[src/design/tgt_pkg.sv]
// package: register map, field layout and timing constants for the tone generator timer
// Notes on behaviour
// compare register checked against count; equality raises the tone match interrupt
// compare register is not initialised by reset; software loads it first
// reset clears the count; software reads it as a whole byte only
// run bit 7 low clears and halts the count; high lets it count
// clock select: main/2^13, main/2^14, main/2^15, or the tone carrier
// output: low, carrier, low, high for remote mode and output bit pairs
// next-level bit is copied into the output bit on every match; a write to output control in the same cycle wins
// software writes the output control register as a whole byte only
// software writes zeros into bits 3 to 7 of output control
// frequency bit 7 selects subsystem clock (0) or main clock / 2^7 (1)
// seven-bit divisor field divides the selected source by value plus one
// reset clears frequency, timer mode and output control registers
// tone is delivered on selectable port pins besides the interrupt
// port function register resets to zero; enables above, mode below
// enable bit n drives pin n and pin n+4, clear disables both
// mode 000 port, 001 pin 0, 010/011 pin 0 and inverted pin 4
// mode 100 drives all eight pins, upper four inverted, pulls off
// a match clears the count and counting goes on
// carrier is a square wave at the divided source rate; code holds it high at divisor 0, high one tick longer at even divisors
package tgt_pkg;

  // ---------------------------------------------------------------
  // register indices; byte address is four times the index
  // ---------------------------------------------------------------
  localparam logic [15:0] IDX_PORT3_FUNC = 16'hff53;
  localparam logic [15:0] IDX_TIMER_MODE = 16'hff6b;
  localparam logic [15:0] IDX_OUT_CTRL = 16'hff6c;
  localparam logic [15:0] IDX_FREQ_SEL = 16'hff6d;
  localparam logic [15:0] IDX_COMPARE = 16'hff6e;
  localparam logic [15:0] IDX_COUNT = 16'hff6f;
  localparam logic [15:0] IDX_IRQ_STATUS = 16'hff70;
  localparam logic [15:0] IDX_IRQ_MASK = 16'hff71;
  localparam int ADDR_W = 18;

  // ---------------------------------------------------------------
  // field positions and reset values
  // ---------------------------------------------------------------
  localparam int RUN_BIT = 7;
  localparam int CLK_SEL_LO = 3;
  localparam int RMC_BIT = 2;
  localparam int NEXT_BIT = 1;
  localparam int OUT_BIT = 0;
  localparam int SRC_SEL_BIT = 7;
  localparam int PF_OE_LO = 4;
  localparam logic [7:0] RST_BYTE = 8'h00;
  localparam logic [7:0] TMODE_MASK = 8'h98;
  localparam logic [7:0] PF_MASK = 8'hf7;

  // ---------------------------------------------------------------
  // count clock select and buzzer mode encodings
  // ---------------------------------------------------------------
  localparam logic [1:0] CSEL_DIV13 = 2'h0;
  localparam logic [1:0] CSEL_DIV14 = 2'h1;
  localparam logic [1:0] CSEL_DIV15 = 2'h2;
  localparam logic [2:0] MODE_BUZZ0 = 3'h1;
  localparam logic [2:0] MODE_BUZZ1 = 3'h2;
  localparam logic [2:0] MODE_BUZZ2 = 3'h3;
  localparam logic [2:0] MODE_BUZZ3 = 3'h4;

  // ---------------------------------------------------------------
  // prescaler taps as masks of low prescaler bits
  // ---------------------------------------------------------------
  localparam int PRE_W = 15;
  localparam logic [14:0] TAP_DIV7 = 15'h007f;
  localparam logic [14:0] TAP_DIV13 = 15'h1fff;
  localparam logic [14:0] TAP_DIV14 = 15'h3fff;
  localparam logic [14:0] TAP_DIV15 = 15'h7fff;

  localparam logic [1:0] RESP_OKAY = 2'h0;
  localparam logic [1:0] RESP_SLVERR = 2'h2;

  // pins toward the buzzer
  typedef struct packed {
    logic [7:0] level;
    logic [7:0] oe;
    logic [7:0] pull;
  } tgt_pins_type;

endpackage

[src/design/tgt_top.sv]
// module: tone generator timer with AXI4-Lite registers and buzzer pin routing
//
// The AXI4-Lite slave port was chosen for this implementation.
module tgt_top #(
  parameter int DIV_W = 7
) (
  // clock and reset
  input wire logic aclk,
  input wire logic aresetn,
  // subsystem clock as a one-cycle enable
  input wire logic subsys_tick,
  // axi4-lite write address and data
  input wire logic [tgt_pkg::ADDR_W-1:0] s_axi_awaddr,
  input wire logic s_axi_awvalid,
  output logic s_axi_awready,
  input wire logic [31:0] s_axi_wdata,
  input wire logic [3:0] s_axi_wstrb,
  input wire logic s_axi_wvalid,
  output logic s_axi_wready,
  // axi4-lite write response
  output logic [1:0] s_axi_bresp,
  output logic s_axi_bvalid,
  input wire logic s_axi_bready,
  // axi4-lite read
  input wire logic [tgt_pkg::ADDR_W-1:0] s_axi_araddr,
  input wire logic s_axi_arvalid,
  output logic s_axi_arready,
  output logic [31:0] s_axi_rdata,
  output logic [1:0] s_axi_rresp,
  output logic s_axi_rvalid,
  input wire logic s_axi_rready,
  // interrupt and buzzer pins
  output logic tone_irq,
  output tgt_pkg::tgt_pins_type sound_pins
);

  // ---------------------------------------------------------------
  // registers
  // ---------------------------------------------------------------
  logic [7:0] port3_function_ctrl_ff;
  logic [7:0] tone_timer_mode_ff;
  logic [2:0] tone_output_ctrl_ff;
  logic [7:0] tone_freq_select_ff;
  logic [7:0] tone_compare_ff;
  logic [7:0] tone_count_ff;
  logic irq_status_ff;
  logic irq_mask_ff;
  logic [tgt_pkg::PRE_W-1:0] pre_ff;
  logic [DIV_W-1:0] div_ff;
  logic carrier_ff;
  logic tone_irq_ff;
  tgt_pkg::tgt_pins_type pins_ff;
  logic awready_ff;
  logic bvalid_ff;
  logic [1:0] bresp_ff;
  logic arready_ff;
  logic rvalid_ff;
  logic [1:0] rresp_ff;
  logic [31:0] rdata_ff;

  // prescaler tap decode, used for several rates
  function automatic logic tap_hit(input logic [14:0] pre, input logic [14:0] mask);
    tap_hit = (pre & mask) == mask;
  endfunction

  // register index decode, used for both read and write
  function automatic logic [15:0] reg_index(input logic [tgt_pkg::ADDR_W-1:0] addr);
    reg_index = addr[tgt_pkg::ADDR_W-1:2];
  endfunction

  // ---------------------------------------------------------------
  // write path
  // ---------------------------------------------------------------
  // address and data are taken together once both are offered
  logic wr_take;
  logic wr_en;
  logic [15:0] wr_idx;
  logic [7:0] wr_byte;
  assign wr_take = s_axi_awvalid && s_axi_wvalid && !awready_ff && !bvalid_ff;
  assign wr_idx = reg_index(s_axi_awaddr);
  assign wr_byte = s_axi_wdata[7:0];
  assign wr_en = wr_take && s_axi_wstrb[0];

  logic wr_mapped;
  always_comb begin
    case (wr_idx)
      tgt_pkg::IDX_PORT3_FUNC, tgt_pkg::IDX_TIMER_MODE, tgt_pkg::IDX_OUT_CTRL,
      tgt_pkg::IDX_FREQ_SEL, tgt_pkg::IDX_COMPARE, tgt_pkg::IDX_COUNT,
      tgt_pkg::IDX_IRQ_STATUS, tgt_pkg::IDX_IRQ_MASK: wr_mapped = 1'b1;
      default: wr_mapped = 1'b0;
    endcase
  end

  // ready pulses one cycle; response is raised on the same edge
  always_ff @(posedge aclk) begin
    if (!aresetn) begin
      awready_ff <= 1'b0;
      bvalid_ff <= 1'b0;
      bresp_ff <= tgt_pkg::RESP_OKAY;
    end else begin
      awready_ff <= wr_take;
      if (wr_take) begin
        bvalid_ff <= 1'b1;
        bresp_ff <= wr_mapped ? tgt_pkg::RESP_OKAY : tgt_pkg::RESP_SLVERR;
      end else if (bvalid_ff && s_axi_bready) begin
        bvalid_ff <= 1'b0;
      end
    end
  end

  // ---------------------------------------------------------------
  // clock generation: prescaler and carrier divider
  // ---------------------------------------------------------------
  always_ff @(posedge aclk) begin
    if (!aresetn) begin
      pre_ff <= '0;
    end else begin
      pre_ff <= pre_ff + 1'b1;
    end
  end

  logic src_tick;
  logic carrier_tick;
  logic [DIV_W-1:0] divisor;
  assign divisor = tone_freq_select_ff[DIV_W-1:0];
  // source is subsystem tick or main / 2^7
  assign src_tick = tone_freq_select_ff[tgt_pkg::SRC_SEL_BIT] ?
                    tap_hit(pre_ff, tgt_pkg::TAP_DIV7) : subsys_tick;
  // one carrier period per divisor+1 source ticks
  assign carrier_tick = src_tick && (div_ff >= divisor);

  // carrier high over the first half of each divided period
  always_ff @(posedge aclk) begin
    if (!aresetn) begin
      div_ff <= '0;
      carrier_ff <= 1'b0;
    end else if (src_tick) begin
      div_ff <= carrier_tick ? '0 : div_ff + 1'b1;
      // divisor of zero cannot split a source period, so it stays high
      carrier_ff <= carrier_tick ? 1'b1 : ((div_ff + 1'b1) <= (divisor >> 1));
    end
  end

  // ---------------------------------------------------------------
  // tone timer count and compare
  // ---------------------------------------------------------------
  logic count_tick;
  logic match;
  always_comb begin
    case (tone_timer_mode_ff[tgt_pkg::CLK_SEL_LO +: 2])
      tgt_pkg::CSEL_DIV13: count_tick = tap_hit(pre_ff, tgt_pkg::TAP_DIV13);
      tgt_pkg::CSEL_DIV14: count_tick = tap_hit(pre_ff, tgt_pkg::TAP_DIV14);
      tgt_pkg::CSEL_DIV15: count_tick = tap_hit(pre_ff, tgt_pkg::TAP_DIV15);
      default: count_tick = carrier_tick;
    endcase
  end
  // match is judged on the tick that would pass the compare value
  assign match = tone_timer_mode_ff[tgt_pkg::RUN_BIT] && count_tick &&
                 (tone_count_ff == tone_compare_ff);

  always_ff @(posedge aclk) begin
    if (!aresetn) begin
      tone_count_ff <= tgt_pkg::RST_BYTE;
    end else if (!tone_timer_mode_ff[tgt_pkg::RUN_BIT]) begin
      tone_count_ff <= tgt_pkg::RST_BYTE;
    end else if (match) begin
      tone_count_ff <= tgt_pkg::RST_BYTE;
    end else if (count_tick) begin
      tone_count_ff <= tone_count_ff + 1'b1;
    end
  end

  // compare has no reset value; software loads it before starting
  always_ff @(posedge aclk) begin
    if (wr_en && wr_idx == tgt_pkg::IDX_COMPARE) begin
      tone_compare_ff <= wr_byte;
    end
  end

  // ---------------------------------------------------------------
  // control registers
  // ---------------------------------------------------------------
  always_ff @(posedge aclk) begin
    if (!aresetn) begin
      port3_function_ctrl_ff <= tgt_pkg::RST_BYTE;
      tone_timer_mode_ff <= tgt_pkg::RST_BYTE;
      tone_freq_select_ff <= tgt_pkg::RST_BYTE;
      irq_mask_ff <= 1'b0;
    end else if (wr_en) begin
      case (wr_idx)
        tgt_pkg::IDX_PORT3_FUNC: port3_function_ctrl_ff <= wr_byte & tgt_pkg::PF_MASK;
        tgt_pkg::IDX_TIMER_MODE: tone_timer_mode_ff <= wr_byte & tgt_pkg::TMODE_MASK;
        tgt_pkg::IDX_FREQ_SEL: tone_freq_select_ff <= wr_byte;
        tgt_pkg::IDX_IRQ_MASK: irq_mask_ff <= wr_byte[0];
        default: ;
      endcase
    end
  end

  // output control: a whole-byte write sets all three bits; only low bits kept
  always_ff @(posedge aclk) begin
    if (!aresetn) begin
      tone_output_ctrl_ff <= 3'h0;
    end else if (wr_en && wr_idx == tgt_pkg::IDX_OUT_CTRL) begin
      tone_output_ctrl_ff <= wr_byte[2:0];
    end else if (match) begin
      tone_output_ctrl_ff[tgt_pkg::OUT_BIT] <= tone_output_ctrl_ff[tgt_pkg::NEXT_BIT];
    end
  end

  // ---------------------------------------------------------------
  // interrupt: sticky status, write one to clear, set wins
  // ---------------------------------------------------------------
  always_ff @(posedge aclk) begin
    if (!aresetn) begin
      irq_status_ff <= 1'b0;
    end else if (match) begin
      irq_status_ff <= 1'b1;
    end else if (wr_en && wr_idx == tgt_pkg::IDX_IRQ_STATUS && wr_byte[0]) begin
      irq_status_ff <= 1'b0;
    end
  end

  always_ff @(posedge aclk) begin
    if (!aresetn) begin
      tone_irq_ff <= 1'b0;
    end else begin
      tone_irq_ff <= (irq_status_ff || match) && irq_mask_ff;
    end
  end

  // ---------------------------------------------------------------
  // output stage and pin routing
  // ---------------------------------------------------------------
  logic tone_level;
  logic [2:0] pf_mode;
  logic [3:0] pf_enable;
  tgt_pkg::tgt_pins_type nxt_pins;
  assign pf_mode = port3_function_ctrl_ff[2:0];
  assign pf_enable = port3_function_ctrl_ff[tgt_pkg::PF_OE_LO +: 4];

  always_comb begin
    case ({tone_output_ctrl_ff[tgt_pkg::RMC_BIT], tone_output_ctrl_ff[tgt_pkg::OUT_BIT]})
      2'h1: tone_level = carrier_ff;
      2'h3: tone_level = 1'b1;
      default: tone_level = 1'b0;
    endcase
  end

  // lower pin n carries the tone, pin n+4 its inverse; each pair gated by its enable
  always_comb begin
    nxt_pins = '0;
    for (int n = 0; n < 4; n++) begin
      nxt_pins.level[n] = tone_level;
      nxt_pins.level[n + 4] = !tone_level;
    end
    case (pf_mode)
      tgt_pkg::MODE_BUZZ0: begin
        nxt_pins.oe[0] = pf_enable[0];
        nxt_pins.level[4] = 1'b0;
      end
      tgt_pkg::MODE_BUZZ1, tgt_pkg::MODE_BUZZ2: begin
        nxt_pins.oe[0] = pf_enable[0];
        nxt_pins.oe[4] = pf_enable[0];
        nxt_pins.pull = (pf_mode == tgt_pkg::MODE_BUZZ2) ? 8'hff : 8'h00;
      end
      tgt_pkg::MODE_BUZZ3: begin
        nxt_pins.oe = {pf_enable, pf_enable};
      end
      default: nxt_pins.level = 8'h00; // port mode or prohibited code: pins released
    endcase
  end

  always_ff @(posedge aclk) begin
    if (!aresetn) begin
      pins_ff <= '0;
    end else begin
      pins_ff <= nxt_pins;
    end
  end

  // ---------------------------------------------------------------
  // read path
  // ---------------------------------------------------------------
  logic rd_take;
  logic [15:0] rd_idx;
  logic [7:0] rd_byte;
  logic rd_mapped;
  assign rd_take = s_axi_arvalid && !arready_ff && !rvalid_ff;
  assign rd_idx = reg_index(s_axi_araddr);

  // output control is write only and reads as zero
  always_comb begin
    rd_mapped = 1'b1;
    case (rd_idx)
      tgt_pkg::IDX_PORT3_FUNC: rd_byte = port3_function_ctrl_ff;
      tgt_pkg::IDX_TIMER_MODE: rd_byte = tone_timer_mode_ff;
      tgt_pkg::IDX_OUT_CTRL: rd_byte = 8'h00;
      tgt_pkg::IDX_FREQ_SEL: rd_byte = tone_freq_select_ff;
      tgt_pkg::IDX_COMPARE: rd_byte = tone_compare_ff;
      tgt_pkg::IDX_COUNT: rd_byte = tone_count_ff;
      tgt_pkg::IDX_IRQ_STATUS: rd_byte = {7'h00, irq_status_ff};
      tgt_pkg::IDX_IRQ_MASK: rd_byte = {7'h00, irq_mask_ff};
      default: begin
        rd_byte = 8'h00;
        rd_mapped = 1'b0;
      end
    endcase
  end

  always_ff @(posedge aclk) begin
    if (!aresetn) begin
      arready_ff <= 1'b0;
      rvalid_ff <= 1'b0;
      rresp_ff <= tgt_pkg::RESP_OKAY;
      rdata_ff <= 32'h0000_0000;
    end else begin
      arready_ff <= rd_take;
      if (rd_take) begin
        rvalid_ff <= 1'b1;
        rdata_ff <= {24'h00_0000, rd_byte};
        rresp_ff <= rd_mapped ? tgt_pkg::RESP_OKAY : tgt_pkg::RESP_SLVERR;
      end else if (rvalid_ff && s_axi_rready) begin
        rvalid_ff <= 1'b0;
      end
    end
  end

  // ---------------------------------------------------------------
  // outputs
  // ---------------------------------------------------------------
  assign s_axi_awready = awready_ff;
  assign s_axi_wready = awready_ff;
  assign s_axi_bvalid = bvalid_ff;
  assign s_axi_bresp = bresp_ff;
  assign s_axi_arready = arready_ff;
  assign s_axi_rvalid = rvalid_ff;
  assign s_axi_rresp = rresp_ff;
  assign s_axi_rdata = rdata_ff;
  assign tone_irq = tone_irq_ff;
  assign sound_pins = pins_ff;

endmodule // tgt_top

[config.mk]
export PLATFORM = sky130hd
export DESIGN_NAME = tgt_top
export DESIGN_NICKNAME = d
export VERILOG_FILES = /design/src/design/tgt_pkg.sv /design/src/design/tgt_top.sv
export SDC_FILE = /design/constraint.sdc
export NUM_CORES = 1
export LEC_CHECK = 0
export BUFFER_PORTS_ARGS = -buffer_cell sky130_fd_sc_hd__buf_2
export CAP_MARGIN = 15
export CORE_MARGIN = 5
export CORE_UTILIZATION = 49
export DETAILED_ROUTE_END_ITERATION = 8
export GPL_ROUTABILITY_DRIVEN = 0
export MAX_ROUTING_LAYER = met4
export PLACE_DENSITY = 0.78
export SYNTH_ARGS = -nofsm -noshare
export SYNTH_HDL_FRONTEND = slang
export SYNTH_SLANG_ARGS = --single-unit
[constraint.sdc]
create_clock -name aclk -period 2.55 [get_ports aclk]
set_input_delay 0.3825 -clock aclk [delete_from_list [all_inputs] [get_ports aclk]]
set_output_delay 0.3825 -clock aclk [all_outputs]
set_load 0.02 [all_outputs]
After elaboration in Yosys (flattened, before gate mapping). Index checks and enable logic that the tools add are counted.

Bits in registers: 101. Output and inout bits: 66.

Add/sub/neg operators: 3. $lt $le $gt $ge: 2. Equality and inequality tests: 29. Multiplexer cells: 20. Bitwise operators: 2. Reductions and logical operators: 40.

Operator list (number): equality test 16 bit, second input constant (16); one-hot mux 8 bit (7 select lines) (1); logical AND 1 bit (16); OR reduction 8 bit (2); adder 15 x 1 -> 15 bit, second input constant (1); equality test 15 bit, second input constant (1); equality test 14 bit, second input constant (1); AND reduction 2 bit (7); equality test 13 bit, second input constant (1); two-way mux 1 bit (12); adder 8 x 1 -> 8 bit, second input constant (1); equality test 8 bit (1); two-way mux 8 bit (1); nonzero test 2 bit (4); adder 7 x 1 -> 7 bit, second input constant (1); equality test 7 bit, second input constant (1); greater-or-equal comparator 7 bit (1); <= comparator 7 x 6 -> 1 bit (1); two-way mux 7 bit (1); equality test 3 x 2 -> 1 bit, second input constant (2); OR reduction 3 bit (2); logical NOT 1 bit (5); equality test 2 x 1 -> 1 bit, second input constant (2); equality test 2 bit, second input constant (2); 11 further kinds (13).

Depth between registers and ports, before layout.
Depth after elaboration: 8. Depth in mapped cells: 9.

Worst setup path after synthesis. No wires, ideal clock.

Path type: reg-to-reg. Start: register div_ff[0]. End: register tone_output_ctrl_ff[0]. Setup time: 95 ps. Data arrival time: 2101 ps. Slack: 353 ps. Stages on the path, launching flop included: 10. Buffers on the path: 1. Clock period less this slack: 2197 ps. Path through: dfxtp_1 > inv_1 > ha_1 > nand2b_1 > a2111oi_1 > o31ai_2 > a21oi_4 > buf_4 > o21ai_0 > a221oi_1.

Word-level cells in the longest chain between the ends: 6.

Ends and longest elaborated chain: start, declared (RTL line tgt_top.sv:49) `logic [DIV_W-1:0] div_ff;`; start signal, assigned (RTL line tgt_top.sv:138) `div_ff <= carrier_tick ? '0 : div_ff + 1'b1;`; greater-or-equal comparator 7 bit (RTL line tgt_top.sv:130) `assign carrier_tick = src_tick && (div_ff >= divisor);`; logical AND 1 bit (RTL line tgt_top.sv:130); one-hot mux 1 bit (3 select lines) (RTL line tgt_top.sv:150) `case (tone_timer_mode_ff[tgt_pkg::CLK_SEL_LO +: 2])`; logical AND 1 bit (2 in a row) (RTL line tgt_top.sv:158) `assign match = tone_timer_mode_ff[tgt_pkg::RUN_BIT] && count_tick &&`; nonzero test 2 bit (no source line); end signal, assigned (RTL line tgt_top.sv:205) `tone_output_ctrl_ff <= wr_byte[2:0];`; end signal, assigned by index (RTL line tgt_top.sv:207) `tone_output_ctrl_ff[tgt_pkg::OUT_BIT] <= tone_output_ctrl_ff[tgt_pkg::NEXT_BIT];`; end, declared (RTL line tgt_top.sv:42) `logic [2:0] tone_output_ctrl_ff;`.

No other way between the ends. A chain may end at the register's enable or synchronous reset.

Worst setup path in the final report.
Start: register tone_freq_select_ff[2]. End: register tone_count_ff[6].

Word-level cells in the longest chain between the ends: 6.

Ends and longest elaborated chain: start, declared (RTL line tgt_top.sv:43) `logic [7:0] tone_freq_select_ff;`; start signal, assigned (RTL line tgt_top.sv:187) `tone_freq_select_ff <= tgt_pkg::RST_BYTE;`; start signal, assigned (RTL line tgt_top.sv:193) `tgt_pkg::IDX_FREQ_SEL: tone_freq_select_ff <= wr_byte;`; greater-or-equal comparator 7 bit * (RTL line tgt_top.sv:130); logical AND 1 bit * (RTL line tgt_top.sv:130); one-hot mux 1 bit (3 select lines) * (RTL line tgt_top.sv:150); logical AND 1 bit (2 in a row) (RTL line tgt_top.sv:158); OR reduction 3 bit (no source line); end signal, assigned (RTL line tgt_top.sv:163) `tone_count_ff <= tgt_pkg::RST_BYTE;`; end signal, assigned (RTL line tgt_top.sv:165) `tone_count_ff <= tgt_pkg::RST_BYTE;`; end signal, assigned (RTL line tgt_top.sv:167) `tone_count_ff <= tgt_pkg::RST_BYTE;`; end, declared (RTL line tgt_top.sv:45) `logic [7:0] tone_count_ff;`.

Mark *: on every way between the ends. The rest lies on a longest branch, timed or not.

==> metrics.cfg <==
[place]
place_hpwl_um=8477
placed_cells=722
port-buffer-count=88

[route]
ant_nets=0
drtIter0Drc=275
route.met3.wl_um=716
drc_errors=0
drtPass1Iterations=4
drt_wl_total_um=11060
dr_wl_met2_um=5448
num_vias=3999
routed.top_layer=met4
viasPerCell=5.411
m1WireLength_um=4554
drt-wirelength-per-cell_um=14.96

[yosys]
synth.avg_cell_area_um2=8.773
synthCells=529
synth_top_cell_area_share=0.3365
synthArstFlopShare=0
yosysWarnings=0
synth.largest_area_cell=dfxtp_1
ys.flop_type=dfxtp_1
synth.yosys.seq_area_share=0.3882
yosysMostFrequentCell=dfxtp_1
synth_cell_types=69
synth_area_um2=4641
synthTopCellsByCount=dfxtp_1 (78), nor2_1 (56), buf_4 (43)
synth.area.top_cells=dfxtp_1 (34%), buf_4 (7.0%), edfxtp_1 (5.2%)
synth_edf_count=8
synth-seq-cells=86

[clocking]
tritoncts=yes
cts_root_buf=clkbuf_8
htree_levels=3
cts_inserted_buffers=9
ctsResizeCount=0
cts_setup_buffers=0
clkTransAtPathRegs_ns=0.09
clock_insertion_delay_worst_skew_ns=0.36
cts_sinks=86
clockBufferDepth=2
cts_hold_buffers=0

[critical_path]
cp.arrival_ns=2.59
worstSetupStartpointType=flip-flop
crit_type=reg2reg
r2r_cells=9
worstPathMaxFanout=15
worstPathRequired_ns=2.85
critPathCaptureType=flip-flop

[global_route]
grt_start_max_net_pins=53
grt_use_total=0.1995
grt_pass1_wl_um=17800
grt_pass1_vias=3769
grt-ovfl-total=0
antenna_found_initial=1

[final_layout]
finalNonFillerCells=739
fin_util=0.5659
num-nets-final=700
syn_to_final_growth_pct=12.67
drive_gt1_frac=0.2135

[sta]
setup_violations=0
slew_headroom=0.4475
min_period_ns=2.289
drv_slew=0
finalCritPeriodShare=0.8978
tns_ns=0
max_freq_mhz=436.8
finalHoldViolCount=0
clock_skew_ns=0.008652
worst_hold_slack_ns=0.2406
worst_slew_pin_slew_ns=0.8257
rsz0062_at_grt=false

[status]
status=finished, final reports clean

[power_and_ir_drop]
p_sw_mw=0.6451
power.density_nw_per_um2=476.2
power_frac_comb=0.070
netSwitchingFraction=0.2591
power_frac_seq=0.555
p_clk_frac=0.375
ir_worst_vdd_v=0.0002410
p_leak_nw=2.066
cellInternalPower_mw=1.845

[floorplanning]
die_area_um2=11520
io_pins=146
start_util=0.5022
die_y_um=107.3
core_um2=9240
fp-row-count=35
die_w_um=107.3

[min_path]
min_path_type=in2reg
hold_depth=1

[run]
maxCapViolCount=0

==> routing by layer <==
layer  global-route usage  vias up
met3              0.04319       27
met5                    -        -
met2               0.3329      131
li1                     -     1983
met4              0.09041        0
met1               0.2301     1858
==> cells by family after synthesis <==
logic type | after synthesis | synth area share
muxes | 18 | 0.03990
and+or+nand+nor | 206 | 0.2421
buffers and inverters | 73 | 0.09437
DFF | 86 | 0.3882
other | 1 | 0.0008081
AOI/OAI and AO/OA | 105 | 0.1461
xor gates and xnor gates | 24 | 0.04529
adders and majority gates | 16 | 0.04314
==> power by group through the flow <==
stage | Clock [mW] | Sequential, mW | Combinational [mW]
finish | 0.933 | 1.38 | 0.175
global route | 1.03 | 1.38 | 0.191
CTS | 0.959 | 1.38 | 0.175
detailed placement | 0 | 1.41 | 0.174
global placement | 0 | 1.41 | 0.170
floorplan | 0 | 1.42 | 0.126
==> final timing paths <==
| path | start | to | slack (ns) |
|---|---|---|---|
| hold / removal | s_axi_wdata[5] | tone_compare_ff[5] | 0.24 |
| setup reg to reg | tone_freq_select_ff[2] | tone_count_ff[6] | 0.26 |
| hold reg to reg | s_axi_rdata[4] | s_axi_rdata[4] | 0.46 |
| setup / recovery | tone_freq_select_ff[2] | tone_count_ff[6] | 0.26 |
==> state kept, by name, summed over array words and instances (netlist names) <==
name / flops
s_axi_awready: 1
s_axi_rvalid: 1
s_axi_arready: 1
s_axi_bresp: 1
tone_count_ff: 8
tone_freq_select_ff: 8
pre_ff: 15
tone_compare_ff: 8
carrier_ff: 1
s_axi_rdata: 8
port3_function_ctrl_ff: 7
tone_timer_mode_ff: 3
s_axi_bvalid: 1
sound_pins: 9
s_axi_rresp: 1
tone_output_ctrl_ff: 3
irq_status_ff: 1
tone_irq: 1
div_ff: 7
irq_mask_ff: 1
==> layout make-up <==
type                    count  area, um^2
fillers                   843        4011
multi-input cells         395        2495
flip-flops and latches     86        1802
repair buffers             97       520.5
well taps                 129       161.4
clock buffers              11       151.4
inverters                  15       56.30
clock inverters             5       40.04
diodes                      1       2.502
==> layout by cell type, fill, tap and decap left out, drive strengths merged, types with 16 or more instances in the layout <==
cell type and instances:
conb 26, buf 97, ha 16, nor2 57, inv 17, nand3 28
o21ai 26, dfxtp 78, nand2 35, mux2i 17, a21oi 36
==> worst max-delay path: stages, from the launching register on <==
cell and delay, ns:
dfxtp_1 0.38, inv_1 0.09, ha_1 0.28, o21a_1 0.12, nor2_1 0.04, o31ai_2 0.37
a21oi_4 0.12, buf_12 0.16, or4_1 0.51, a21oi_1 0.16
==> through the flow <==
step	setup slack (ns)	cell area, um^2	total power [mW]
final	0.2606	5229	2.490
after global routing	0.009001	5229	2.606
after CTS	0.2365	5226	2.516
after detailed placement	0.2611	5035	1.587
after global placement	0.3242	5035	1.582
after floorplan	0.3534	4735	1.546
Power figures use the tool's default switching activity.
